File: config.mk
export PLATFORM = sky130hd
export DESIGN_NAME = flit_slot_packer
export DESIGN_NICKNAME = d
export VERILOG_FILES = /design/src/design/flit_pkg.sv /design/src/design/flit_slot_packer.sv /design/src/design/pair_buffer.sv
export VERILOG_INCLUDE_DIRS = /design/src /design/src/design
export SDC_FILE = /design/constraint.sdc
export NUM_CORES = 2
export LEC_CHECK = 0
export BUFFER_PORTS_ARGS = -buffer_cell sky130_fd_sc_hd__buf_2
export CAP_MARGIN = 20
export CELL_PAD_IN_SITES_DETAIL_PLACEMENT = 0
export CELL_PAD_IN_SITES_GLOBAL_PLACEMENT = 1
export CORE_AREA = 2 2 456 458
export CTS_CLUSTER_SIZE = 12
export DETAILED_ROUTE_END_ITERATION = 12
export DIE_AREA = 0 0 458 460
export GPL_TIMING_DRIVEN = 0
export HOLD_SLACK_MARGIN = 0.02
export PLACE_DENSITY = 0.73
export SYNTH_ARGS = -nofsm -noshare
export SYNTH_HDL_FRONTEND = slang
export SYNTH_SLANG_ARGS = --single-unit
export TNS_END_PERCENT = 5
File: constraint.sdc
create_clock -name ref_clk -period 35.6 [get_ports ref_clk]
set_input_delay 3.56 -clock ref_clk [delete_from_list [all_inputs] [get_ports ref_clk]]
set_output_delay 3.56 -clock ref_clk [all_outputs]
set_load 0.03 [all_outputs]
File: src/design/flit_map.svh
// Bit positions, format codes and message widths for the flit slot packer.
`ifndef FLIT_MAP_SVH
`define FLIT_MAP_SVH

`define SLOT_BITS 128
`define SLOTS_PER_FLIT 3'h4
`define LAST_SLOT 2'h3
`define HDR_BITS 8'h20
`define NO_HDR_BITS 8'h00
`define BYTE_BITS 8'h08

// Flit header field positions inside the first bytes of slot 0.
`define HDR_TYPE_BIT 0
`define HDR_ACK_BIT 1
`define HDR_BE_BIT 2
`define HDR_SZ_BIT 3
`define HDR_FMT_LSB 4
`define HDR_FMT_W 3
`define HDR_REQCRD_LSB 16
`define HDR_RSPCRD_LSB 20
`define HDR_DATACRD_LSB 24
`define HDR_CRD_W 4

// Header slot format codes.
`define FMT_H0 3'h0
`define FMT_H1 3'h1
`define FMT_H2 3'h2
`define FMT_H3 3'h3
`define FMT_H4 3'h4
`define FMT_H5 3'h5

// Message widths in bits, inbound (host to device, host to memory).
`define W_NONE 7'h00
`define W_H2D_REQ 7'h40
`define W_H2D_RSP 7'h20
`define W_H2D_DH 7'h18
`define W_M2S_RWD 7'h50
`define W_M2S_REQ 7'h48
// Message widths in bits, outbound (device to host, memory to host).
`define W_D2H_REQ 7'h40
`define W_D2H_DH 7'h14
`define W_D2H_RSP 7'h10
`define W_S2M_NDR 7'h1C
`define W_S2M_DRS 7'h28
// Fourth data header with the response packed right above it, in one lane.
`define W_D2H_DH_RSP 7'h24

// Byte starts of the two responses of inbound H1.
`define H1_RSP0_BYTE 8'h07
`define H1_RSP1_BYTE 8'h0B

// Address field of a memory request: bits 51 down to 5.
`define M2S_ADDR_LSB 8
`define M2S_ADDR_W 47
`define ADDR_LOW_ZERO 5'h00

`endif

File: src/design/flit_pkg.sv
// Types carried by the flit slot packer.
package flit_pkg;

  typedef logic [127:0] slot_t;
  typedef logic [95:0] msg_t;
  typedef logic [3:0][6:0] lane_w_t;
  typedef logic [3:0][7:0] lane_s_t;

  typedef struct packed {
    logic flit_type;
    logic ack;
    logic be;
    logic sz;
    logic [3:0][2:0] slot_fmt;
    logic [3:0] req_crd;
    logic [3:0] rsp_crd;
    logic [3:0] data_crd;
  } flit_hdr_t;

  typedef struct packed {
    flit_hdr_t hdr;
    msg_t [3:0] msg;
  } slot_req_t;

  typedef struct packed {
    flit_hdr_t hdr;
    logic [1:0] slot_idx;
    logic fmt_err;
    logic [3:0] lane_valid;
    msg_t [3:0] msg;
    logic [7:0] first_seq;
    logic addr_valid;
    logic [51:0] addr;
  } slot_msgs_t;

endpackage : flit_pkg

File: src/design/flit_slot_packer.sv
// Packer for outbound slots and parser for inbound slots of the flit link.
// Contract
// - Slot bits run byte 0 bit 0 to byte 15 bit 7.
// - Field low bits sit at low slot positions.
// - Lower flit positions carry earlier messages.
// - Snoop in slot 1 follows response in slot 0.
// - Inbound H1 response at byte 7 precedes byte 11.
// - Inbound H0-H3 carry their documented message sets.
// - Inbound H4 one data-write header, H5 one request.
// - Outbound H0-H2 carry their documented message sets.
// - Outbound H3-H5 carry their memory-response sets.
// - Memory request carries address bits 51 to 5.
`timescale 1ns/1ps
`default_nettype none
`include "flit_map.svh"

module flit_slot_packer
  import flit_pkg::*;
(
  input wire logic ref_clk, // Link-layer clock, 125 MHz.
  input wire logic sys_rst, // Asynchronous reset, active high.
  input wire logic tx_valid, // Outbound slot request offered.
  output logic tx_ready, // Outbound slot request taken.
  input wire slot_req_t tx_req, // Flit header and up to five messages in four lanes.
  output logic tx_slot_valid, // Packed slot ready for the link.
  input wire logic tx_slot_ready, // Link takes the packed slot.
  output slot_t tx_slot, // Packed 16-byte slot.
  input wire logic rx_slot_valid, // Inbound slot offered.
  output logic rx_slot_ready, // Inbound slot taken.
  input wire slot_t rx_slot, // Inbound 16-byte slot.
  output logic rx_msgs_valid, // Parsed slot available.
  input wire logic rx_msgs_ready, // User takes the parsed slot.
  output slot_msgs_t rx_msgs // Parsed messages in arrival order.
);

  // Lane widths for one direction and format; a zero width means no lane.
  function automatic lane_w_t lane_widths(input logic inbound, input logic [2:0] fmt);
    lane_w_t w;
    w = '0;
    if (inbound)
    begin
      case (fmt)
        `FMT_H0: w = {`W_NONE, `W_NONE, `W_H2D_RSP, `W_H2D_REQ};
        `FMT_H1: w = {`W_NONE, `W_H2D_RSP, `W_H2D_RSP, `W_H2D_DH};
        `FMT_H2: w = {`W_NONE, `W_NONE, `W_H2D_DH, `W_H2D_REQ};
        `FMT_H3: w = {`W_H2D_DH, `W_H2D_DH, `W_H2D_DH, `W_H2D_DH};
        `FMT_H4: w = {`W_NONE, `W_NONE, `W_NONE, `W_M2S_RWD};
        `FMT_H5: w = {`W_NONE, `W_NONE, `W_NONE, `W_M2S_REQ};
        default: w = '0;
      endcase
    end
    else
    begin
      case (fmt)
        `FMT_H0: w = {`W_S2M_NDR, `W_D2H_RSP, `W_D2H_RSP, `W_D2H_DH};
        `FMT_H1: w = {`W_NONE, `W_NONE, `W_D2H_DH, `W_D2H_REQ};
        // Four lanes cannot hold five messages, so lane 3 carries the fourth data
        // header in its low bits and the response directly above it.
        `FMT_H2: w = {`W_D2H_DH_RSP, `W_D2H_DH, `W_D2H_DH, `W_D2H_DH};
        `FMT_H3: w = {`W_NONE, `W_NONE, `W_S2M_NDR, `W_S2M_DRS};
        `FMT_H4: w = {`W_NONE, `W_NONE, `W_S2M_NDR, `W_S2M_NDR};
        `FMT_H5: w = {`W_NONE, `W_NONE, `W_S2M_DRS, `W_S2M_DRS};
        default: w = '0;
      endcase
    end
    return w;
  endfunction : lane_widths

  // Lanes follow each other upward from the base, so lane order is message order.
  function automatic lane_s_t lane_starts(input lane_w_t w, input logic [7:0] base);
    lane_s_t s;
    s = '0;
    s[0] = base;
    for (int i = 1; i < 4; i++)
    begin
      s[i] = s[i-1] + {1'b0, w[i-1]};
    end
    return s;
  endfunction : lane_starts

  // Mask of the low w bits; bit 0 of a field lands on the lowest slot bit.
  function automatic slot_t low_mask(input logic [6:0] w);
    return (slot_t'(1) << w) - slot_t'(1);
  endfunction : low_mask

  function automatic logic [31:0] pack_hdr(input flit_hdr_t h);
    logic [31:0] v;
    v = '0;
    v[`HDR_TYPE_BIT] = h.flit_type;
    v[`HDR_ACK_BIT] = h.ack;
    v[`HDR_BE_BIT] = h.be;
    v[`HDR_SZ_BIT] = h.sz;
    for (int i = 0; i < 4; i++)
    begin
      v[`HDR_FMT_LSB + i*`HDR_FMT_W +: `HDR_FMT_W] = h.slot_fmt[i];
    end
    v[`HDR_REQCRD_LSB +: `HDR_CRD_W] = h.req_crd;
    v[`HDR_RSPCRD_LSB +: `HDR_CRD_W] = h.rsp_crd;
    v[`HDR_DATACRD_LSB +: `HDR_CRD_W] = h.data_crd;
    return v;
  endfunction : pack_hdr

  function automatic flit_hdr_t unpack_hdr(input logic [31:0] v);
    flit_hdr_t h;
    h = '0;
    h.flit_type = v[`HDR_TYPE_BIT];
    h.ack = v[`HDR_ACK_BIT];
    h.be = v[`HDR_BE_BIT];
    h.sz = v[`HDR_SZ_BIT];
    for (int i = 0; i < 4; i++)
    begin
      h.slot_fmt[i] = v[`HDR_FMT_LSB + i*`HDR_FMT_W +: `HDR_FMT_W];
    end
    h.req_crd = v[`HDR_REQCRD_LSB +: `HDR_CRD_W];
    h.rsp_crd = v[`HDR_RSPCRD_LSB +: `HDR_CRD_W];
    h.data_crd = v[`HDR_DATACRD_LSB +: `HDR_CRD_W];
    return h;
  endfunction : unpack_hdr

  // Outbound path. Slot 0 of a flit carries the flit header; its format codes
  // are kept so that slots 1 to 3 of the same flit use their own layouts.
  logic [1:0] tx_pos_q;
  logic [3:0][2:0] tx_fmts_q;
  wire tx_take = tx_valid && tx_ready;
  wire tx_first = (tx_pos_q == 2'h0);
  wire [2:0] tx_fmt = tx_first ? tx_req.hdr.slot_fmt[0] : tx_fmts_q[tx_pos_q];
  wire [7:0] tx_base = tx_first ? `HDR_BITS : `NO_HDR_BITS;
  wire lane_w_t tx_w = lane_widths(1'b0, tx_fmt);
  wire lane_s_t tx_s = lane_starts(tx_w, tx_base);
  slot_t tx_lane [4];
  slot_t tx_packed;

  // Each message goes into its lane with its low bit at the lane start.
  for (genvar g = 0; g < 4; g++)
  begin : g_tx_lane
    assign tx_lane[g] = (slot_t'(tx_req.msg[g]) & low_mask(tx_w[g])) << tx_s[g];
  end

  // Byte k bit b of the slot is bit 8*k+b of the vector.
  assign tx_packed = (tx_first ? slot_t'(pack_hdr(tx_req.hdr)) : '0)
    | tx_lane[0] | tx_lane[1] | tx_lane[2] | tx_lane[3];

  always_ff @(posedge ref_clk or posedge sys_rst)
  begin
    if (sys_rst)
    begin
      tx_pos_q <= 2'h0;
      tx_fmts_q <= '0;
    end
    else if (tx_take)
    begin
      tx_pos_q <= tx_pos_q + 2'h1;
      if (tx_first)
      begin
        tx_fmts_q <= tx_req.hdr.slot_fmt;
      end
    end
  end

  pair_buffer #(
    .WIDTH(`SLOT_BITS)
  ) u_tx_buf (
    .ref_clk(ref_clk),
    .sys_rst(sys_rst),
    .in_valid(tx_valid),
    .in_ready(tx_ready),
    .in_data(tx_packed),
    .out_valid(tx_slot_valid),
    .out_ready(tx_slot_ready),
    .out_data(tx_slot)
  );

  // Inbound path. Slots are parsed in arrival order and never reordered, so a
  // snoop in slot 1 always leaves after the response of slot 0.
  logic [1:0] rx_pos_q;
  logic [3:0][2:0] rx_fmts_q;
  logic [7:0] rx_seq_q;
  wire rx_take = rx_slot_valid && rx_slot_ready;
  wire rx_first = (rx_pos_q == 2'h0);
  wire flit_hdr_t rx_hdr = unpack_hdr(rx_slot[31:0]);
  wire [2:0] rx_fmt = rx_first ? rx_hdr.slot_fmt[0] : rx_fmts_q[rx_pos_q];
  wire [7:0] rx_base = rx_first ? `HDR_BITS : `NO_HDR_BITS;
  wire lane_w_t rx_w = lane_widths(1'b1, rx_fmt);
  wire lane_s_t rx_s = lane_starts(rx_w, rx_base);
  wire rx_bad_fmt = (rx_fmt > `FMT_H5);
  msg_t rx_lane [4];
  logic [3:0] rx_lane_valid;
  logic [2:0] rx_count;
  slot_msgs_t rx_parsed;

  for (genvar g = 0; g < 4; g++)
  begin : g_rx_lane
    // In slot 0, lane 1 of inbound H1 starts at byte 7 and lane 2 at byte 11.
    assign rx_lane[g] = msg_t'((rx_slot >> rx_s[g]) & low_mask(rx_w[g]));
    assign rx_lane_valid[g] = (rx_w[g] != `W_NONE);
  end

  assign rx_count = 3'(rx_lane_valid[0]) + 3'(rx_lane_valid[1])
    + 3'(rx_lane_valid[2]) + 3'(rx_lane_valid[3]);

  always_comb
  begin
    rx_parsed = '0;
    rx_parsed.hdr = rx_first ? rx_hdr : '0;
    rx_parsed.slot_idx = rx_pos_q;
    rx_parsed.fmt_err = rx_bad_fmt;
    rx_parsed.lane_valid = rx_lane_valid;
    rx_parsed.msg = {rx_lane[3], rx_lane[2], rx_lane[1], rx_lane[0]};
    rx_parsed.first_seq = rx_seq_q;
    rx_parsed.addr_valid = (rx_fmt == `FMT_H5);
    rx_parsed.addr = {rx_lane[0][`M2S_ADDR_LSB +: `M2S_ADDR_W], `ADDR_LOW_ZERO};
  end

  // The sequence number counts messages, so lane order and slot order agree.
  always_ff @(posedge ref_clk or posedge sys_rst)
  begin
    if (sys_rst)
    begin
      rx_pos_q <= 2'h0;
      rx_fmts_q <= '0;
      rx_seq_q <= 8'h00;
    end
    else if (rx_take)
    begin
      rx_pos_q <= rx_pos_q + 2'h1;
      rx_seq_q <= rx_seq_q + {5'h00, rx_count};
      if (rx_first)
      begin
        rx_fmts_q <= rx_hdr.slot_fmt;
      end
    end
  end

  pair_buffer #(
    .WIDTH($bits(slot_msgs_t))
  ) u_rx_buf (
    .ref_clk(ref_clk),
    .sys_rst(sys_rst),
    .in_valid(rx_slot_valid),
    .in_ready(rx_slot_ready),
    .in_data(rx_parsed),
    .out_valid(rx_msgs_valid),
    .out_ready(rx_msgs_ready),
    .out_data(rx_msgs)
  );

endmodule : flit_slot_packer

`default_nettype wire

File: src/design/pair_buffer.sv
// Two-entry buffer with valid and ready on both sides.
`timescale 1ns/1ps
`default_nettype none

module pair_buffer #(
  parameter int WIDTH = 128
) (
  input wire logic ref_clk, // Link-layer clock.
  input wire logic sys_rst, // Asynchronous reset, active high.
  input wire logic in_valid, // Word offered.
  output logic in_ready, // Room for a word.
  input wire logic [WIDTH-1:0] in_data, // Word in.
  output logic out_valid, // Word held.
  input wire logic out_ready, // Receiver takes the word.
  output logic [WIDTH-1:0] out_data // Oldest word, from flip-flops.
);

  logic [WIDTH-1:0] mem_q [2];
  logic wr_ptr_q;
  logic rd_ptr_q;
  logic [1:0] count_q;
  wire push = in_valid && in_ready;
  wire pop = out_valid && out_ready;

  // Full only at two words, so a stalled receiver back-pressures the source.
  assign in_ready = (count_q != 2'h2);
  assign out_valid = (count_q != 2'h0);
  assign out_data = mem_q[rd_ptr_q];

  always_ff @(posedge ref_clk or posedge sys_rst)
  begin
    if (sys_rst)
    begin
      mem_q[0] <= '0;
      mem_q[1] <= '0;
    end
    else if (push)
    begin
      mem_q[wr_ptr_q] <= in_data;
    end
  end

  always_ff @(posedge ref_clk or posedge sys_rst)
  begin
    if (sys_rst)
    begin
      wr_ptr_q <= 1'b0;
      rd_ptr_q <= 1'b0;
      count_q <= 2'h0;
    end
    else
    begin
      wr_ptr_q <= wr_ptr_q ^ push;
      rd_ptr_q <= rd_ptr_q ^ pop;
      count_q <= count_q + {1'b0, push} - {1'b0, pop};
    end
  end

endmodule : pair_buffer

`default_nettype wire

# Word level (Yosys, flattened, before mapping)
# Cells that the tools add are included.
# totals
output_inout_bits	612
in_bits	546
word_cells	144
ff_bits	1260
# op_classes
n_eq_ne	12
n_bitwise	20
n_addsub	24
mux	24
n_shift	16
n_reduce_logical	18
magnitude_cmp	9
# op_table
operator	n
2-to-1 mux 480 bit	4
bitwise mux 960 bit	1
bitwise AND 96 x 128 -> 128 bit	4
2-to-1 mux 128 bit	4
left shift 1 x 7 -> 128 bit (first input constant)	4
subtractor 128 x 1 -> 128 bit (second input constant)	4
demux 480 bit (select 1 bit)	1
bitwise AND 96 bit	4
bitwise OR 128 bit	3
left shift 128 x 8 -> 128 bit	3
right shift 128 x 8 -> 96 bit	3
subtractor 96 x 1 -> 96 bit (second input constant)	4
left shift 1 x 7 -> 96 bit (first input constant)	3
bitwise mux 256 bit	1
case mux 27 bit (6 select lines)	1
case mux 26 bit (6 select lines)	1
demux 128 bit (select 1 bit)	1
bitwise OR 28 x 128 -> 128 bit	1
left shift 128 x 6 -> 128 bit	1
right shift 128 x 6 -> 96 bit	1
left shift 1 x 5 -> 96 bit (first input constant)	1
2-to-1 mux 28 bit	2
adder 8 x 7 -> 8 bit	4
nonzero test 7 bit	4
26 further kinds	63

# Logic depth before layout (Yosys ltp)
# logic_depth
depth_word	14
ltp_mapped	29
ltp_nobuf	21

# Hierarchy
# A second synthesis with hierarchy kept.
# unflattened
cells_unflattened	6304
area_unflattened_um2	76219.4
# modules_own_cells
module	seq_area_each_um2	cells_per_inst	area_each_um2	n_inst
pair_buffer (u_rx_buf)	24123.1	2580	41852.6	1
flit_slot_packer	900.9	3018	22544.1	1
pair_buffer (u_tx_buf)	6506.2	706	11822.6	1

# Worst setup path after synthesis
# Ideal clock, no wire load.
# synth_path
path_kind	input to register
start	in rx_slot[4]
end	reg u_rx_buf.mem_q[365] (netlist bit)
n_path_buf	13
t_required_ns	35.462
path_slack_ns	25.950
setup_ns	0.138
cell_stages	25
arrival_time_ns	9.512
path_cell_list	clkbuf_1 > and2_1 > nand2_1 > o21a_1 > clkbuf_1 > clkinv_1 > clkbuf_1 > buf_2 > clkbuf_1 > ha_1 > inv_1 > fa_1 > clkbuf_1 > clkbuf_1 > inv_1 > clkbuf_1 > buf_1 > fa_1 > clkbuf_1 > clkbuf_1 > buf_1 > clkbuf_1 > o21ai_0 > o21ai_0 > o22ai_1
# synth_between
elab_chain_len	9
elab_cells_between_ends	16
classes_between	4 x add/sub; 5 x eq/ne; 2 x shift; 3 x mux; 1 x bitwise; 1 x reduce/logical
# synth_rtl
element	line_no	text
start: declaration	flit_slot_packer.sv:30	input wire slot_t rx_slot,
2-to-1 mux 3 bit	flit_slot_packer.sv:181	wire [2:0] rx_fmt = rx_first ? rx_hdr.slot_fmt[0] : rx_fmts_q[rx_pos_q];
== test 3 bit (tied with other cells)	flit_slot_packer.sv:42	case (fmt)
case mux 26 bit (6 select lines)	flit_slot_packer.sv:42	
adder 6 x 7 -> 8 bit	flit_slot_packer.sv:76	s[i] = s[i-1] + {1'b0, w[i-1]};
adder 8 x 7 -> 8 bit (2 in series)	flit_slot_packer.sv:76	
right shift 128 x 8 -> 96 bit	flit_slot_packer.sv:194	assign rx_lane[g] = msg_t'((rx_slot >> rx_s[g]) & low_mask(rx_w[g]));
bitwise AND 96 bit (*)	flit_slot_packer.sv:194	
bitwise mux 960 bit (*)	pair_buffer.sv:39	mem_q[wr_ptr_q] <= in_data;
end signal: indexed assignment	pair_buffer.sv:39	
end: declaration	pair_buffer.sv:18	logic [WIDTH-1:0] mem_q [2];
# Mark *: on every way between the ends. The rest lies on a longest branch, timed or not.
# A chain may end at the register's enable or synchronous reset.

# Final worst setup path
# layout_path
start	in tx_req[398] (netlist bit)
end	reg u_tx_buf.mem_q[239] (netlist bit)
# layout_between
elab_chain_len	12
elab_cells_between_ends	32
classes_between	7 x add/sub; 5 x eq/ne; 8 x shift; 3 x mux; 8 x bitwise; 1 x reduce/logical
# layout_rtl
element	line_no	text
start: declaration	flit_slot_packer.sv:24	input wire slot_req_t tx_req,
2-to-1 mux 3 bit (*)	flit_slot_packer.sv:126	wire [2:0] tx_fmt = tx_first ? tx_req.hdr.slot_fmt[0] : tx_fmts_q[tx_pos_q];
== test 3 bit (tied with other cells)	flit_slot_packer.sv:54	case (fmt)
case mux 27 bit (6 select lines) (*)	flit_slot_packer.sv:54	
parallel branches: the longest is 7 deep, another holds adder 6 x 7 -> 8 bit	--	
bitwise OR 128 bit (*)	flit_slot_packer.sv:141	| tx_lane[0] | tx_lane[1] | tx_lane[2] | tx_lane[3];
bitwise mux 256 bit (*)	pair_buffer.sv:39	
end signal: indexed assignment	pair_buffer.sv:39	
end: declaration	pair_buffer.sv:18	
# Mark *: on every way between the ends.

==> results.tsv <==
metric	value	unit
status	finished, violations left	
failing checks	slew limit	
R2R setup slack	23.72	ns
share of layout cells above drive strength 1	26.89	%
die height	460	microns
final WL	451.2	mm
# setup viols final	0	
# IOs	1158	
clk sinks	1012	
CTS Hold Bufs	0	
end of the critical path	u_tx_buf.mem_q[239]	
Num CTS Buffers	112	
clk_lat worst skew	0.82	ns
Rows	167	
DR WL/cell	41.52	microns
clock skew	0.1090	ns
first-pass GRT wire length	591.4	mm
Final Critical Period	13.69	ns
GR Overflow Total	0	
Total GRT Usage	41.46	%
vias in the first global route	64439	
fin util	37.67	%
initial core utilization	31.32	%
DRT antenna net count	0	
Netlist Area Pre-Place	0.06452	sq mm
WP data arrival	14.38	ns
Synth Area per Inst	9.381	sq um
routed vias	66655	
total die area	0.2107	sq mm
fillers	20905	
cells after synthesis	6878	
dpl hpwl	357.7	mm
CTS tree	done	
CP Capture Type	register	
Yosys cell types	91	
CP startpoint	tx_req[398]	
Area contributors post-synth	dfrtp_1, mux2_2, mux2i_1	
number of synthesized flops with an enable pin	0	
DR pass1 iterations	9	
nets	8591	
CP required	36.29	ns
post-CTS setup buffers	0	
area grow syn2layout	20.27	%
Hold WS	0.4846	ns
crit path launch type	input pin	
Worst Hold Launch	rx_fmts_q[1]	
Resize count post-CTS	0	
synth warn	0	
initial antenna violation count	91	
Max Cap Viol	0	
Routability Congestion	1.116	
Post-synth top cells	dfrtp_1, mux2_2, nand2_1	
CTS Root Cell	clkbuf_16	
Hold WC Path Type	reg -> reg	
Final Hold Fails	0	
RR Startpoint	tx_pos_q[0]	
via/cell ratio	6.133	
Synth Flop Type	dfrtp_1	
Worst slew margin	-7.670	%
RR Endpoint	u_tx_buf.mem_q[239]	
final period utilization	38.46	%
worst-path fanout max	10	
largest area contributor in the netlist	dfrtp_1	
port buffer count	857	
Max H-tree Level	3	
Worst-path clk slew	0.06	ns
top-count cell post-synth	dfrtp_1	
Seq cells post-synth	1012	
clk buf depth	3	
Crit Path Class	in -> reg	
Placeable Area	0.2060	sq mm
share of the synthesized area in the top cell type	39.25	%
RSZ-0062 raised after global routing	false	
Die Width	458	microns
r2r worst-path depth	27	
pin count of the biggest net entering global routing	138	
Tightest Pin Transition	1.615	ns
number of remaining DRC errors	0	
Async S/R FF share, synth	100.0	%
fin. max-slew vios	9	
Iter 0 DRT Violations	8779	
sequential share of the synthesized area	39.25	%
FMAX	73.04	MHz
routing by layer:
| metal | vias to the layer above | wire, microns | GRT usage (%) |
|---|---|---|---|
| met5 | - | 170 | 0.4133 |
| met4 | 24 | 43590 | 32.93 |
| met3 | 1404 | 46200 | 13.71 |
| met2 | 4686 | 192400 | 61.77 |
| met1 | 33805 | 168800 | 48.89 |
| li1 | 26736 | - | - |
through the flow:
stage | TNS (ns) | std cells | instance area, sq um | worst slack, ns
final | 0 | 10868 | 77600 | 21.91
after global routing | 0 | 10816 | 77470 | 22.13
after CTS | 0 | 10788 | 77300 | 22.45
after detailed placement | 0 | 10589 | 73520 | 21.66
after global placement | -6434.31 | 10517 | 72490 | -6.709
after floorplan | 0 | 6956 | 64820 | 3.564
cell type report:
| cell class | count | area (sq um) | area share (%) |
|---|---|---|---|
| Timing Repair Buffer | 940 | 5386 | 6.941 |
| Buffer | 725 | 3291 | 4.241 |
| Antenna cell | 69 | 172.7 | 0.2225 |
| Clock inverter | 38 | 574.3 | 0.7401 |
| Multi-Input combinational cell | 4950 | 35240 | 45.42 |
| Clock buffer | 161 | 3207 | 4.133 |
| Tap cell | 2704 | 3383 | 4.360 |
| Inverter | 269 | 1017 | 1.311 |
| Sequential cell | 1012 | 25320 | 32.63 |
cell usage in the layout, fill, tap and decap left out, types with 25 or more instances in the layout:
master     synthesis  final
a211oi_1          70     69
a21oi_1          361    359
a221oi_1          39     39
a222oi_1          25     25
a22oi_1           54     54
a31oi_1          111    111
a32oi_1           31     31
and2_1            46     46
and3_1            35     35
buf_1             78     79
buf_2             50    909
buf_4            130    156
buf_8              0     30
clkbuf_1         460    479
clkbuf_16          0    112
conb_1             2     80
dfrtp_1         1012   1012
diode_2            0     69
ha_1              30     30
inv_1            256    255
mux2_2           698    698
mux2i_1          459    459
mux4_2           114    114
nand2_1          679    679
nand3_1          205    205
nor2_1           527    527
nor2b_1          333    333
nor3_1            73     71
o211ai_1          57     57
o21ai_0          428    420
o221ai_1          39     39
o22ai_1           98     98
kinds of logic (layout without fill, tap and decap cells):
family / after synthesis / after routing / share of synthesized area (%)
multiplexers: 1274 / 1274 / 23.35
XOR/XNOR: 33 / 33 / 0.5294
adder cells (fa/ha/maj): 35 / 35 / 0.7369
buffers and inverters: 994 / 2133 / 6.649
AO/OA/AOI/OAI: 1546 / 1546 / 15.40
other: 2 / 149 / 0.01164
flip-flops: 1012 / 1012 / 39.25
AND/OR/NAND/NOR: 1982 / 1982 / 14.07
flip-flops by register name, indices dropped and copies added (netlist names):
signal and count:
u_rx_buf.count_q 2, tx_fmts_q 12, u_rx_buf.mem_q 712, u_tx_buf.wr_ptr_q 1, u_rx_buf.wr_ptr_q 1, u_rx_buf.rd_ptr_q 1
rx_seq_q 8, u_tx_buf.count_q 2, u_tx_buf.rd_ptr_q 1, rx_pos_q 2, u_tx_buf.mem_q 256, rx_fmts_q 12
tx_pos_q 2
worst max-delay path, stage by stage:
cell and delay (ns):
buf_2 0.26, nand2_1 0.29, o221ai_1 0.18, clkbuf_1 0.48, clkbuf_1 0.59, clkbuf_1 0.78
nand2_1 0.12, ha_1 0.42, clkbuf_1 0.28, nand4_1 0.18, o211ai_1 0.35, inv_1 0.17
clkbuf_1 0.75, buf_1 1.01, ha_1 0.46, xnor2_1 0.40, clkbuf_1 0.52, buf_1 0.57
nand2_1 0.42, a211oi_1 0.96, nor2_1 0.07, a21oi_1 0.86, a211oi_1 0.41, a21oi_1 0.25
worst min-delay path by stage:
| stage | end | slack, ns | cells past startpoint |
|---|---|---|---|
| 2_1_floorplan | rx_fmts_q[1] | 0.45 | 2 |
| 3_3_place_gp | rx_fmts_q[1] | 0.47 | 2 |
| 3_5_place_dp | rx_fmts_q[1] | 0.47 | 2 |
| 4_1_cts | rx_fmts_q[1] | 0.49 | 2 |
| 5_1_grt | u_rx_buf.mem_q[319] | 0.51 | 1 |
| 6_report | rx_fmts_q[1] | 0.48 | 2 |
Power is not shown: default switching activity piles up to over one toggle a cycle in this logic, so the estimate is an artifact.
